File: config.mk
export PLATFORM = sky130hd
export DESIGN_NAME = ccg_device_flat
export DESIGN_NICKNAME = d
export VERILOG_FILES = /design/src/hdl/ccg_pkg.sv /design/src/hdl/ccg_link_if.sv /design/src/hdl/ccg_device.sv /design/src/flat_wrapper.sv
export SDC_FILE = /design/constraint.sdc
export NUM_CORES = 1
export LEC_CHECK = 0
export ABC_AREA = 1
export BUFFER_PORTS_ARGS = -buffer_cell sky130_fd_sc_hd__buf_2
export CORE_MARGIN = 5
export CORE_UTILIZATION = 37
export CTS_CLUSTER_SIZE = 14
export DETAILED_ROUTE_END_ITERATION = 16
export PLACE_DENSITY = 0.66
export SLEW_MARGIN = 30
export SYNTH_ARGS = -nofsm -noshare
export SYNTH_HDL_FRONTEND = slang
export SYNTH_SLANG_ARGS = --single-unit
export TNS_END_PERCENT = 1
File: constraint.sdc
create_clock -name clk_in -period 1.3 [get_ports clk_in]
set_clock_uncertainty 0.05 [all_clocks]
set_input_delay 0.065 -clock clk_in [delete_from_list [all_inputs] [get_ports clk_in]]
set_output_delay 0.065 -clock clk_in [all_outputs]
set_load 0.03 [all_outputs]
File: src/hdl/ccg_pkg.sv
// shared constants for the clock network enable gate and its user-side controller
package ccg_pkg;
  localparam int NUM_NETS = 4;
  localparam int NUM_PLLS = 2;
  localparam int CNT_W    = 16;

  // network source codes, two bits per network
  localparam logic [1:0] NSRC_PIN     = 2'h0;
  localparam logic [1:0] NSRC_PLL     = 2'h1;
  localparam logic [1:0] NSRC_OFF     = 2'h2;
  localparam logic [1:0] NSRC_PLL_ALT = 2'h3;
  localparam logic [2*NUM_NETS-1:0] NET_SRC_DEFAULT = 8'h65;

  // pll reference codes, two bits per pll
  localparam logic [1:0] PREF_PIN     = 2'h0;
  localparam logic [1:0] PREF_NET     = 2'h1;
  localparam logic [1:0] PREF_CASCADE = 2'h2;
  localparam logic [1:0] PREF_OFF     = 2'h3;
  localparam logic [2*NUM_PLLS-1:0] PLL_REF_DEFAULT = 4'h8;

  // timing of the behavioural pll, in clk_in cycles; LOCK_EDGES counts reference edges
  localparam int PLL_HALF_CYC  = 4;
  localparam int LOCK_EDGES    = 8;
  localparam int LOSS_CYC      = 64;

  localparam logic GATE_RST = 1'b0;

  // apb register map
  localparam int          ADDR_W        = 12;
  localparam logic [11:0] CTRL_OFF      = 12'h000;
  localparam logic [11:0] STATUS_OFF    = 12'h004;
  localparam int          NET_LSB       = 0;
  localparam int          PIN_LSB       = 8;
  localparam int          LOCK_LSB      = 16;
  localparam int          HOLD_BIT      = 31;
  localparam logic [31:0] CTRL_RST      = 32'h0000_0000;
endpackage

File: src/hdl/ccg_link_if.sv
// link between the gated clock networks and the user logic that enables them
interface ccg_link_if #(
  parameter int N_NET = ccg_pkg::NUM_NETS,
  parameter int N_PLL = ccg_pkg::NUM_PLLS
);
  logic [N_NET-1:0] net_enable;
  logic [N_PLL-1:0] pin_enable;
  logic [N_NET-1:0] global_clock_net;
  logic [N_PLL-1:0] pll_external_clock_pin;
  logic [N_PLL-1:0] pll_locked;

  modport dev (
    input  net_enable,
    input  pin_enable,
    output global_clock_net,
    output pll_external_clock_pin,
    output pll_locked
  );
  modport usr (
    output net_enable,
    output pin_enable,
    input  global_clock_net,
    input  pll_external_clock_pin,
    input  pll_locked
  );
endinterface

File: src/hdl/ccg_device.sv
// clock control: pll models, static reference and source muxes, enable gates
// Functional notes
// - gate acts on network, not pll counter
// - same gate on external pll pin paths
// - sync register on enable for async enables
// - sync register bypassable at build time
// - enable sampled on source clock falling edge
// - pll pin paths never offer the bypass
// - bypass choice is static configuration only
// - gating never disturbs pll loop counters
// - user may hold enable low during resync
// - pll reference from pin, network, neighbour
// - reference select fixed by configuration only
// - network reference carries pll or pin clock
// - no logic-made or gpio clock as reference
// - adjacent plls have direct cascade link
// - dynamic enable; unused networks powered down
module ccg_device #(
  parameter int               N_NET           = ccg_pkg::NUM_NETS,
  parameter int               N_PLL           = ccg_pkg::NUM_PLLS,
  parameter logic [2*N_NET-1:0] NET_SRC       = ccg_pkg::NET_SRC_DEFAULT,
  parameter logic [N_NET-1:0] NET_SYNC_BYPASS = '0,
  parameter logic [2*N_PLL-1:0] PLL_REF_SEL   = ccg_pkg::PLL_REF_DEFAULT,
  parameter int               PLL_HALF        = ccg_pkg::PLL_HALF_CYC,
  parameter int               LOCK_EDGES      = ccg_pkg::LOCK_EDGES,
  parameter int               LOSS_CYC        = ccg_pkg::LOSS_CYC
) (
  input  wire logic             clk_in,
  input  wire logic             reset_n_in,
  input  wire logic [N_PLL-1:0] ref_pin_in,
  ccg_link_if.dev               link
);
  localparam int CW     = ccg_pkg::CNT_W;
  localparam int N_PATH = N_NET + N_PLL;

  function automatic logic fell(input logic prev, input logic cur);
    return prev & ~cur;
  endfunction

  function automatic logic rose(input logic prev, input logic cur);
    return ~prev & cur;
  endfunction

  // dedicated clock pins arrive asynchronously
  logic [N_PLL-1:0] pin_s1_r;
  logic [N_PLL-1:0] pin_s2_r;

  always_ff @(posedge clk_in or negedge reset_n_in) begin
    if (!reset_n_in) begin
      pin_s1_r <= '0;
      pin_s2_r <= '0;
    end else begin
      pin_s1_r <= ref_pin_in;
      pin_s2_r <= pin_s1_r;
    end
  end

  logic [N_PLL-1:0]  pll_clk_r;
  logic [N_PLL-1:0]  locked_r;
  logic [N_PLL-1:0]  pll_ref;
  logic [N_PLL-1:0]  ref_prev_r;
  logic [N_NET-1:0]  net_src;
  logic [N_PATH-1:0] gated_r;

  // static source mux per network; code off leaves a network powered down
  for (genvar k = 0; k < N_NET; k++) begin : g_net_src
    wire logic [1:0] code = NET_SRC[2*k +: 2];
    assign net_src[k] = (code == ccg_pkg::NSRC_PIN)     ? pin_s2_r[k % N_PLL] :
                        (code == ccg_pkg::NSRC_PLL)     ? pll_clk_r[k % N_PLL] :
                        (code == ccg_pkg::NSRC_PLL_ALT) ? pll_clk_r[(k + 1) % N_PLL] :
                        1'b0;
  end

  for (genvar p = 0; p < N_PLL; p++) begin : g_pll
    wire logic [1:0] rsel = PLL_REF_SEL[2*p +: 2];
    // the neighbour's clock comes on its own wire, never through a network
    wire logic       cascade_in = pll_clk_r[(p + N_PLL - 1) % N_PLL];
    // select is a parameter: no run-time path can change it
    assign pll_ref[p] = (rsel == ccg_pkg::PREF_PIN)     ? pin_s2_r[p] :
                        (rsel == ccg_pkg::PREF_NET)     ? gated_r[p % N_NET] :
                        (rsel == ccg_pkg::PREF_CASCADE) ? cascade_in :
                        1'b0;

    logic [CW-1:0] loop_cnt_r;
    logic [CW-1:0] edge_cnt_r;
    logic [CW-1:0] idle_cnt_r;
    wire logic     ref_edge  = rose(ref_prev_r[p], pll_ref[p]);
    wire logic     loop_wrap = (loop_cnt_r == CW'(PLL_HALF - 1));
    wire logic     ref_lost  = (idle_cnt_r == CW'(LOSS_CYC - 1));
    wire logic     lock_hit  = (edge_cnt_r == CW'(LOCK_EDGES - 1));

    // loop counter free-runs on clk_in and ignores the reference; no enable reaches it
    always_ff @(posedge clk_in or negedge reset_n_in) begin
      if (!reset_n_in) begin
        loop_cnt_r <= '0;
        pll_clk_r[p] <= ccg_pkg::GATE_RST;
      end else if (loop_wrap) begin
        loop_cnt_r <= '0;
        pll_clk_r[p] <= ~pll_clk_r[p];
      end else begin
        loop_cnt_r <= loop_cnt_r + CW'(1);
      end
    end

    // count reference edges towards lock and idle cycles towards loss
    always_ff @(posedge clk_in or negedge reset_n_in) begin
      if (!reset_n_in) begin
        ref_prev_r[p] <= 1'b0;
        edge_cnt_r    <= '0;
        idle_cnt_r    <= '0;
      end else begin
        ref_prev_r[p] <= pll_ref[p];
        if (ref_edge) begin
          idle_cnt_r <= '0;
          if (!lock_hit) begin
            edge_cnt_r <= edge_cnt_r + CW'(1);
          end
        end else if (ref_lost) begin
          edge_cnt_r <= '0;
        end else begin
          idle_cnt_r <= idle_cnt_r + CW'(1);
        end
      end
    end

    // a reference edge wins over a loss falling in the same cycle
    always_ff @(posedge clk_in or negedge reset_n_in) begin
      if (!reset_n_in) begin
        locked_r[p] <= 1'b0;
      end else if (ref_edge & lock_hit) begin
        locked_r[p] <= 1'b1;
      end else if (ref_lost & ~ref_edge) begin
        locked_r[p] <= 1'b0;
      end
    end
  end

  // one gate per path: networks first, then external pll pins
  for (genvar g = 0; g < N_PATH; g++) begin : g_gate
    logic src;
    logic en;
    logic bypass;
    logic src_prev_r;
    logic enable_sync_stage_one;
    logic enable_sync_stage_two;
    logic eff_en_r;

    if (g < N_NET) begin : g_net_path
      assign src    = net_src[g];
      assign en     = link.net_enable[g];
      assign bypass = NET_SYNC_BYPASS[g];
    end else begin : g_pin_path
      assign src    = pll_clk_r[g - N_NET];
      assign en     = link.pin_enable[g - N_NET];
      // pin paths always keep both stages
      assign bypass = 1'b0;
    end

    // a fall shows in the first clk cycle that the source level is low
    wire logic src_fall   = fell(src_prev_r, src);
    wire logic eff_en_nxt = bypass ? en : enable_sync_stage_two;

    // enable moves only at a falling edge of the source, while it is low
    always_ff @(posedge clk_in or negedge reset_n_in) begin
      if (!reset_n_in) begin
        src_prev_r            <= 1'b0;
        enable_sync_stage_one <= 1'b0;
      end else begin
        src_prev_r <= src;
        if (src_fall) begin
          enable_sync_stage_one <= en;
        end
      end
    end

    // only the first stage feeds the second, as a two-flop chain must
    always_ff @(posedge clk_in or negedge reset_n_in) begin
      if (!reset_n_in) begin
        enable_sync_stage_two <= 1'b0;
      end else if (src_fall) begin
        enable_sync_stage_two <= enable_sync_stage_one;
      end
    end

    always_ff @(posedge clk_in or negedge reset_n_in) begin
      if (!reset_n_in) begin
        eff_en_r <= 1'b0;
      end else if (src_fall) begin
        eff_en_r <= eff_en_nxt;
      end
    end

    // eff_en_r can only change while src is low, so no runt pulse escapes
    always_ff @(posedge clk_in or negedge reset_n_in) begin
      if (!reset_n_in) begin
        gated_r[g] <= ccg_pkg::GATE_RST;
      end else begin
        gated_r[g] <= src & eff_en_r;
      end
    end
  end

  assign link.global_clock_net       = gated_r[N_NET-1:0];
  assign link.pll_external_clock_pin = gated_r[N_PATH-1:N_NET];
  assign link.pll_locked             = locked_r;
endmodule

File: src/flat_wrapper.sv
// flat-port wrapper written by rule: the top's interface ports become plain ports
module ccg_device_flat 
#(
  parameter int               N_NET           = ccg_pkg::NUM_NETS,
  parameter int               N_PLL           = ccg_pkg::NUM_PLLS,
  parameter logic [2*N_NET-1:0] NET_SRC       = ccg_pkg::NET_SRC_DEFAULT,
  parameter logic [N_NET-1:0] NET_SYNC_BYPASS = '0,
  parameter logic [2*N_PLL-1:0] PLL_REF_SEL   = ccg_pkg::PLL_REF_DEFAULT,
  parameter int               PLL_HALF        = ccg_pkg::PLL_HALF_CYC,
  parameter int               LOCK_EDGES      = ccg_pkg::LOCK_EDGES,
  parameter int               LOSS_CYC        = ccg_pkg::LOSS_CYC
)
  (clk_in, reset_n_in, ref_pin_in, link_net_enable, link_pin_enable, link_global_clock_net, link_pll_external_clock_pin, link_pll_locked);
  ccg_link_if #(.N_NET(N_NET), .N_PLL(N_PLL)) link_i ();
  input  wire logic clk_in;
  input  wire logic reset_n_in;
  input  wire logic [N_PLL-1:0] ref_pin_in;
  input wire logic [$bits(link_i.net_enable)-1:0] link_net_enable;
  input wire logic [$bits(link_i.pin_enable)-1:0] link_pin_enable;
  output wire logic [$bits(link_i.global_clock_net)-1:0] link_global_clock_net;
  output wire logic [$bits(link_i.pll_external_clock_pin)-1:0] link_pll_external_clock_pin;
  output wire logic [$bits(link_i.pll_locked)-1:0] link_pll_locked;
  assign link_i.net_enable = link_net_enable;
  assign link_i.pin_enable = link_pin_enable;
  assign link_global_clock_net = link_i.global_clock_net;
  assign link_pll_external_clock_pin = link_i.pll_external_clock_pin;
  assign link_pll_locked = link_i.pll_locked;
  ccg_device #(.N_NET(N_NET), .N_PLL(N_PLL), .NET_SRC(NET_SRC), .NET_SYNC_BYPASS(NET_SYNC_BYPASS), .PLL_REF_SEL(PLL_REF_SEL), .PLL_HALF(PLL_HALF), .LOCK_EDGES(LOCK_EDGES), .LOSS_CYC(LOSS_CYC)) u_core (.clk_in(clk_in), .reset_n_in(reset_n_in), .ref_pin_in(ref_pin_in), .link(link_i));
endmodule
==> results.md <==
- Status: finished, violations left
- Failing checks: setup timing
- Hold Crit Class: in2async
- F_max: ~700 MHz
- Antenna violations before repair: 0
- WHS: 0.0592 ns
- CTS H-tree depth: 4
- Fill cell count: about 1700
- Tcrit/Tclk final: 111%
- DR vias: 5973
- Row count: a little under 50
- Ports: 18
- Most used DFF post-synth: dfrtp_1
- Post-synth EDFFs: 0
- Commonest cells in the netlist: nand2_1, nor2_1, dfrtp_1
- Post-synthesis register bit count: 125
- Remaining DRCs: 0
- N_diodes: 0
- CTS sink cnt: 125
- First-pass GRT wire length: between 20 and 30 mm
- Syn nets: just over 900
- Vias/cell: between 4 and 5
- Share of the synthesized area in the top cell type: a little under half
- WP data required: around 1.6 ns
- Antenna viol nets, final: 0
- Worst-path cell chain: nand2_2, inv_1, nand2_1, nor2_4, nand3_4, clkbuf_16, nand3_2, nand2_1
- Largest net degree at the start of global routing: 38
- Fin crit period: roughly 1.4 ns
- Pwr dens: around 1100 mW/mm²
- Area leader, netlist: dfrtp_1
- Critical path class: reg2reg
- CTS Buf Count: 17
- YS warnings: 0
- Worst-path fanout max: 9
- Worst VDD drop: between 0.9 and 1 mV
- Synth Area per Inst: ~7.6 µm²
- Mapped Area: 0.00680 mm²
- Clock buffer depth: 2
- Maxcap violations: 0
- Dpl cells: roughly 1200
- CTS Root Cell: clkbuf_16
- Number of global-route vias before repair: 5955
- Finished Layout Cells: ~1300
- Setup crit start kind: flip-flop
- Die area: roughly 0.021 mm²
- Distinct cell type count after synthesis: 36
- Sequential area share after synthesis: roughly 46%
- Crit-path slowest cell: dfrtp_1
- Routed Wire Length: roughly 15 mm
- Asr flop ratio synth: between 90% and 100%
- Setup TNS: -3.89 ns
- Setup violations, final: 49
- Gate Count Post-Synth: between 800 and 900
- Die height: around 150 µm
- CP Capture Type: flip-flop
- Nets: about 1100
- Pre-CTS setup slack: -0.169 ns
- Gpl congestion: ~0.85
- CP dominant cell by count: nand2_1
- Final Hold Fails: 0
- CTS tree: yes
- Tot GR Track Use: about 15%
- Clock transition at path regs: approximately 0.06 ns
- Post-DP HPWL: ~11 mm
- 1st-pass router iterations: 4
- Core box area: between 0.015 and 0.02 mm²
- Final Max Tran Viols: 0
- Port Buffers: 14
- WL per Instance: 12.0 µm
- Worst-Skew Late Latency: 0.42 ns
- Worst setup margin: -0.142 ns
- Unrepaired setup endpoints after global routing: yes
- Share of cells above drive strength 1: a little over a quarter
- Area Overhead vs Synth: 33.4%
- Worst EP arrival: between 1.5 and 2 ns
- Slowest stage delay, CP: roughly 0.43 ns
- DRT iter0 DRCs: 271
- Total power: approximately 10 mW
- Most common cell in the netlist: nand2_1
- LEAKAGE: 4.63 nW
- GR Overflow Total: 0
- Die W: 146 µm
- Initial Util: between 30% and 40%
- Synth area leaders: dfrtp_1, nand2_1, nor2_1
-- metrics by stage --
stage | util, % | area, µm²
after floorplan | - | 6810
after global placement | 44.3 | 7990
after detailed placement | 44.3 | 7990
after CTS | 48.9 | 8810
after global routing | 50.3 | 9070
final | 50.3 | 9070
-- flip-flops by register name, summed over array words and instances (netlist names), 2 cells and up --
| name | cells |
|---|---|
| u_core.g_gate.eff_en_nxt | 5 |
| u_core.g_gate.src | 2 |
| u_core.g_pll.edge_cnt_r | 32 |
| u_core.g_pll.loop_cnt_r | 32 |
| u_core.g_gate.enable_sync_stage_one | 5 |
| u_core.g_gate.src_prev_r | 2 |
| u_core.link.pll_locked | 2 |
| u_core.link.pll_external_clock_pin | 2 |
| u_core.link.global_clock_net | 3 |
| u_core.g_pll.idle_cnt_r | 32 |
| u_core.g_gate.eff_en_r | 5 |
-- routing by layer --
| layer | vias to the layer above | global-route usage (%) | wire length [µm] |
|---|---|---|---|
| met5 | - | 0 | 0 |
| met4 | 0 | 5.27 | 206 |
| met3 | 16 | 3.52 | 356 |
| met2 | 66 | 25.2 | 7690 |
| met1 | 2789 | 18.5 | 7030 |
| li1 | 3102 | - | - |
-- critical path: cells and delay by family (launching register included) --
family,cells,cell delay [ns]
simple gates,6,0.57
buf+inv,2,0.27
flops,1,0.43
-- worst paths after layout --
path / startpoint / end / slack (ns) / cells past startpoint
worst max-delay path: u_core.g_pll[1].idle_cnt_r[4]$_DFFE_PN0P_ / u_core.g_pll[1].edge_cnt_r[5]$_DFFE_PN0P_ / -0.14 / 8
worst min-delay path: reset_n_in / u_core.g_pll[1].loop_cnt_r[9]$_DFF_PN0_ / 0.06 / 2
worst max register to register: u_core.g_pll[1].idle_cnt_r[4]$_DFFE_PN0P_ / u_core.g_pll[1].edge_cnt_r[5]$_DFFE_PN0P_ / -0.14 / 8
worst min register to register: u_core.pin_s2_r[0]$_DFF_PN0_ / u_core.ref_prev_r[0]$_DFF_PN0_ / 0.33 / 0
max in group asynchronous: reset_n_in / u_core.g_pll[0].idle_cnt_r[3]$_DFFE_PN0P_ / 0.64 / 3
min in group clk_in: ref_pin_in[0] / u_core.pin_s1_r[0]$_DFF_PN0_ / 0.23 / 2
-- placed cells by master (no fill, tap or decap), types with 5 or more instances in the layout --
master / netlist / layout
nand4_1: 19 / 19
nand3_2: 17 / 28
or2_2: 7 / 7
inv_1: 118 / 114
xor2_1: 24 / 24
mux2_2: 7 / 7
buf_6: 4 / 9
o21ai_0: 23 / 18
buf_4: 2 / 104
nand2_1: 216 / 198
nand3_1: 102 / 87
dfrtp_1: 125 / 123
buf_12: 1 / 6
nor2_4: 3 / 13
nor2_1: 153 / 130
a21oi_1: 12 / 12
clkbuf_16: 0 / 18
dlygate4sd3_1: 0 / 7
inv_2: 3 / 7
nor3_1: 13 / 9
nand2_2: 4 / 21
o21ai_1: 0 / 5
nor2_2: 3 / 16
buf_2: 4 / 13
-- kinds of logic (layout without fill, tap and decap cells) --
family	after synthesis	after routing	synth area share (%)
buffers and inverters	136	292	8.56
adders and majority gates	6	6	1.10
AOI/OAI and AO/OA	44	44	3.57
xor gates and xnor gates	27	27	3.48
DFF	125	125	46.0
and+or+nand+nor	545	546	36.1
other	1	1	0.0551
muxes	7	7	1.16
-- power by group --
| part | internal (mW) | switching (mW) |
|---|---|---|
| logic | 0.451 | 0.547 |
| registers | 4.05 | 0.150 |
| clock network | 3.04 | 1.74 |
-- area by class of cell --
class | instances | area [µm²] | share of cell area [%]
Timing Repair Buffer | 140 | 1160 | 12.8
Tap cell | 229 | 287 | 3.16
Inverter | 122 | 459 | 5.06
Sequential cell | 125 | 3130 | 34.5
Clock inverter | 10 | 141 | 1.56
Clock buffer | 20 | 447 | 4.92
Multi-Input combinational cell | 631 | 3450 | 38.0
-- repair_timing --
action | in CTS | in global routing
endpoints found under the setup margin | 67 | 93
setup buffers | 1 | 0
gates cloned | 1 | 2
pin swaps | 7 | 19
hold endpoints to repair | 131 | 0
hold buffers | 7 | 0
resized for setup | 38 | 66
Note: power is estimated with default switching activity, not from simulation.
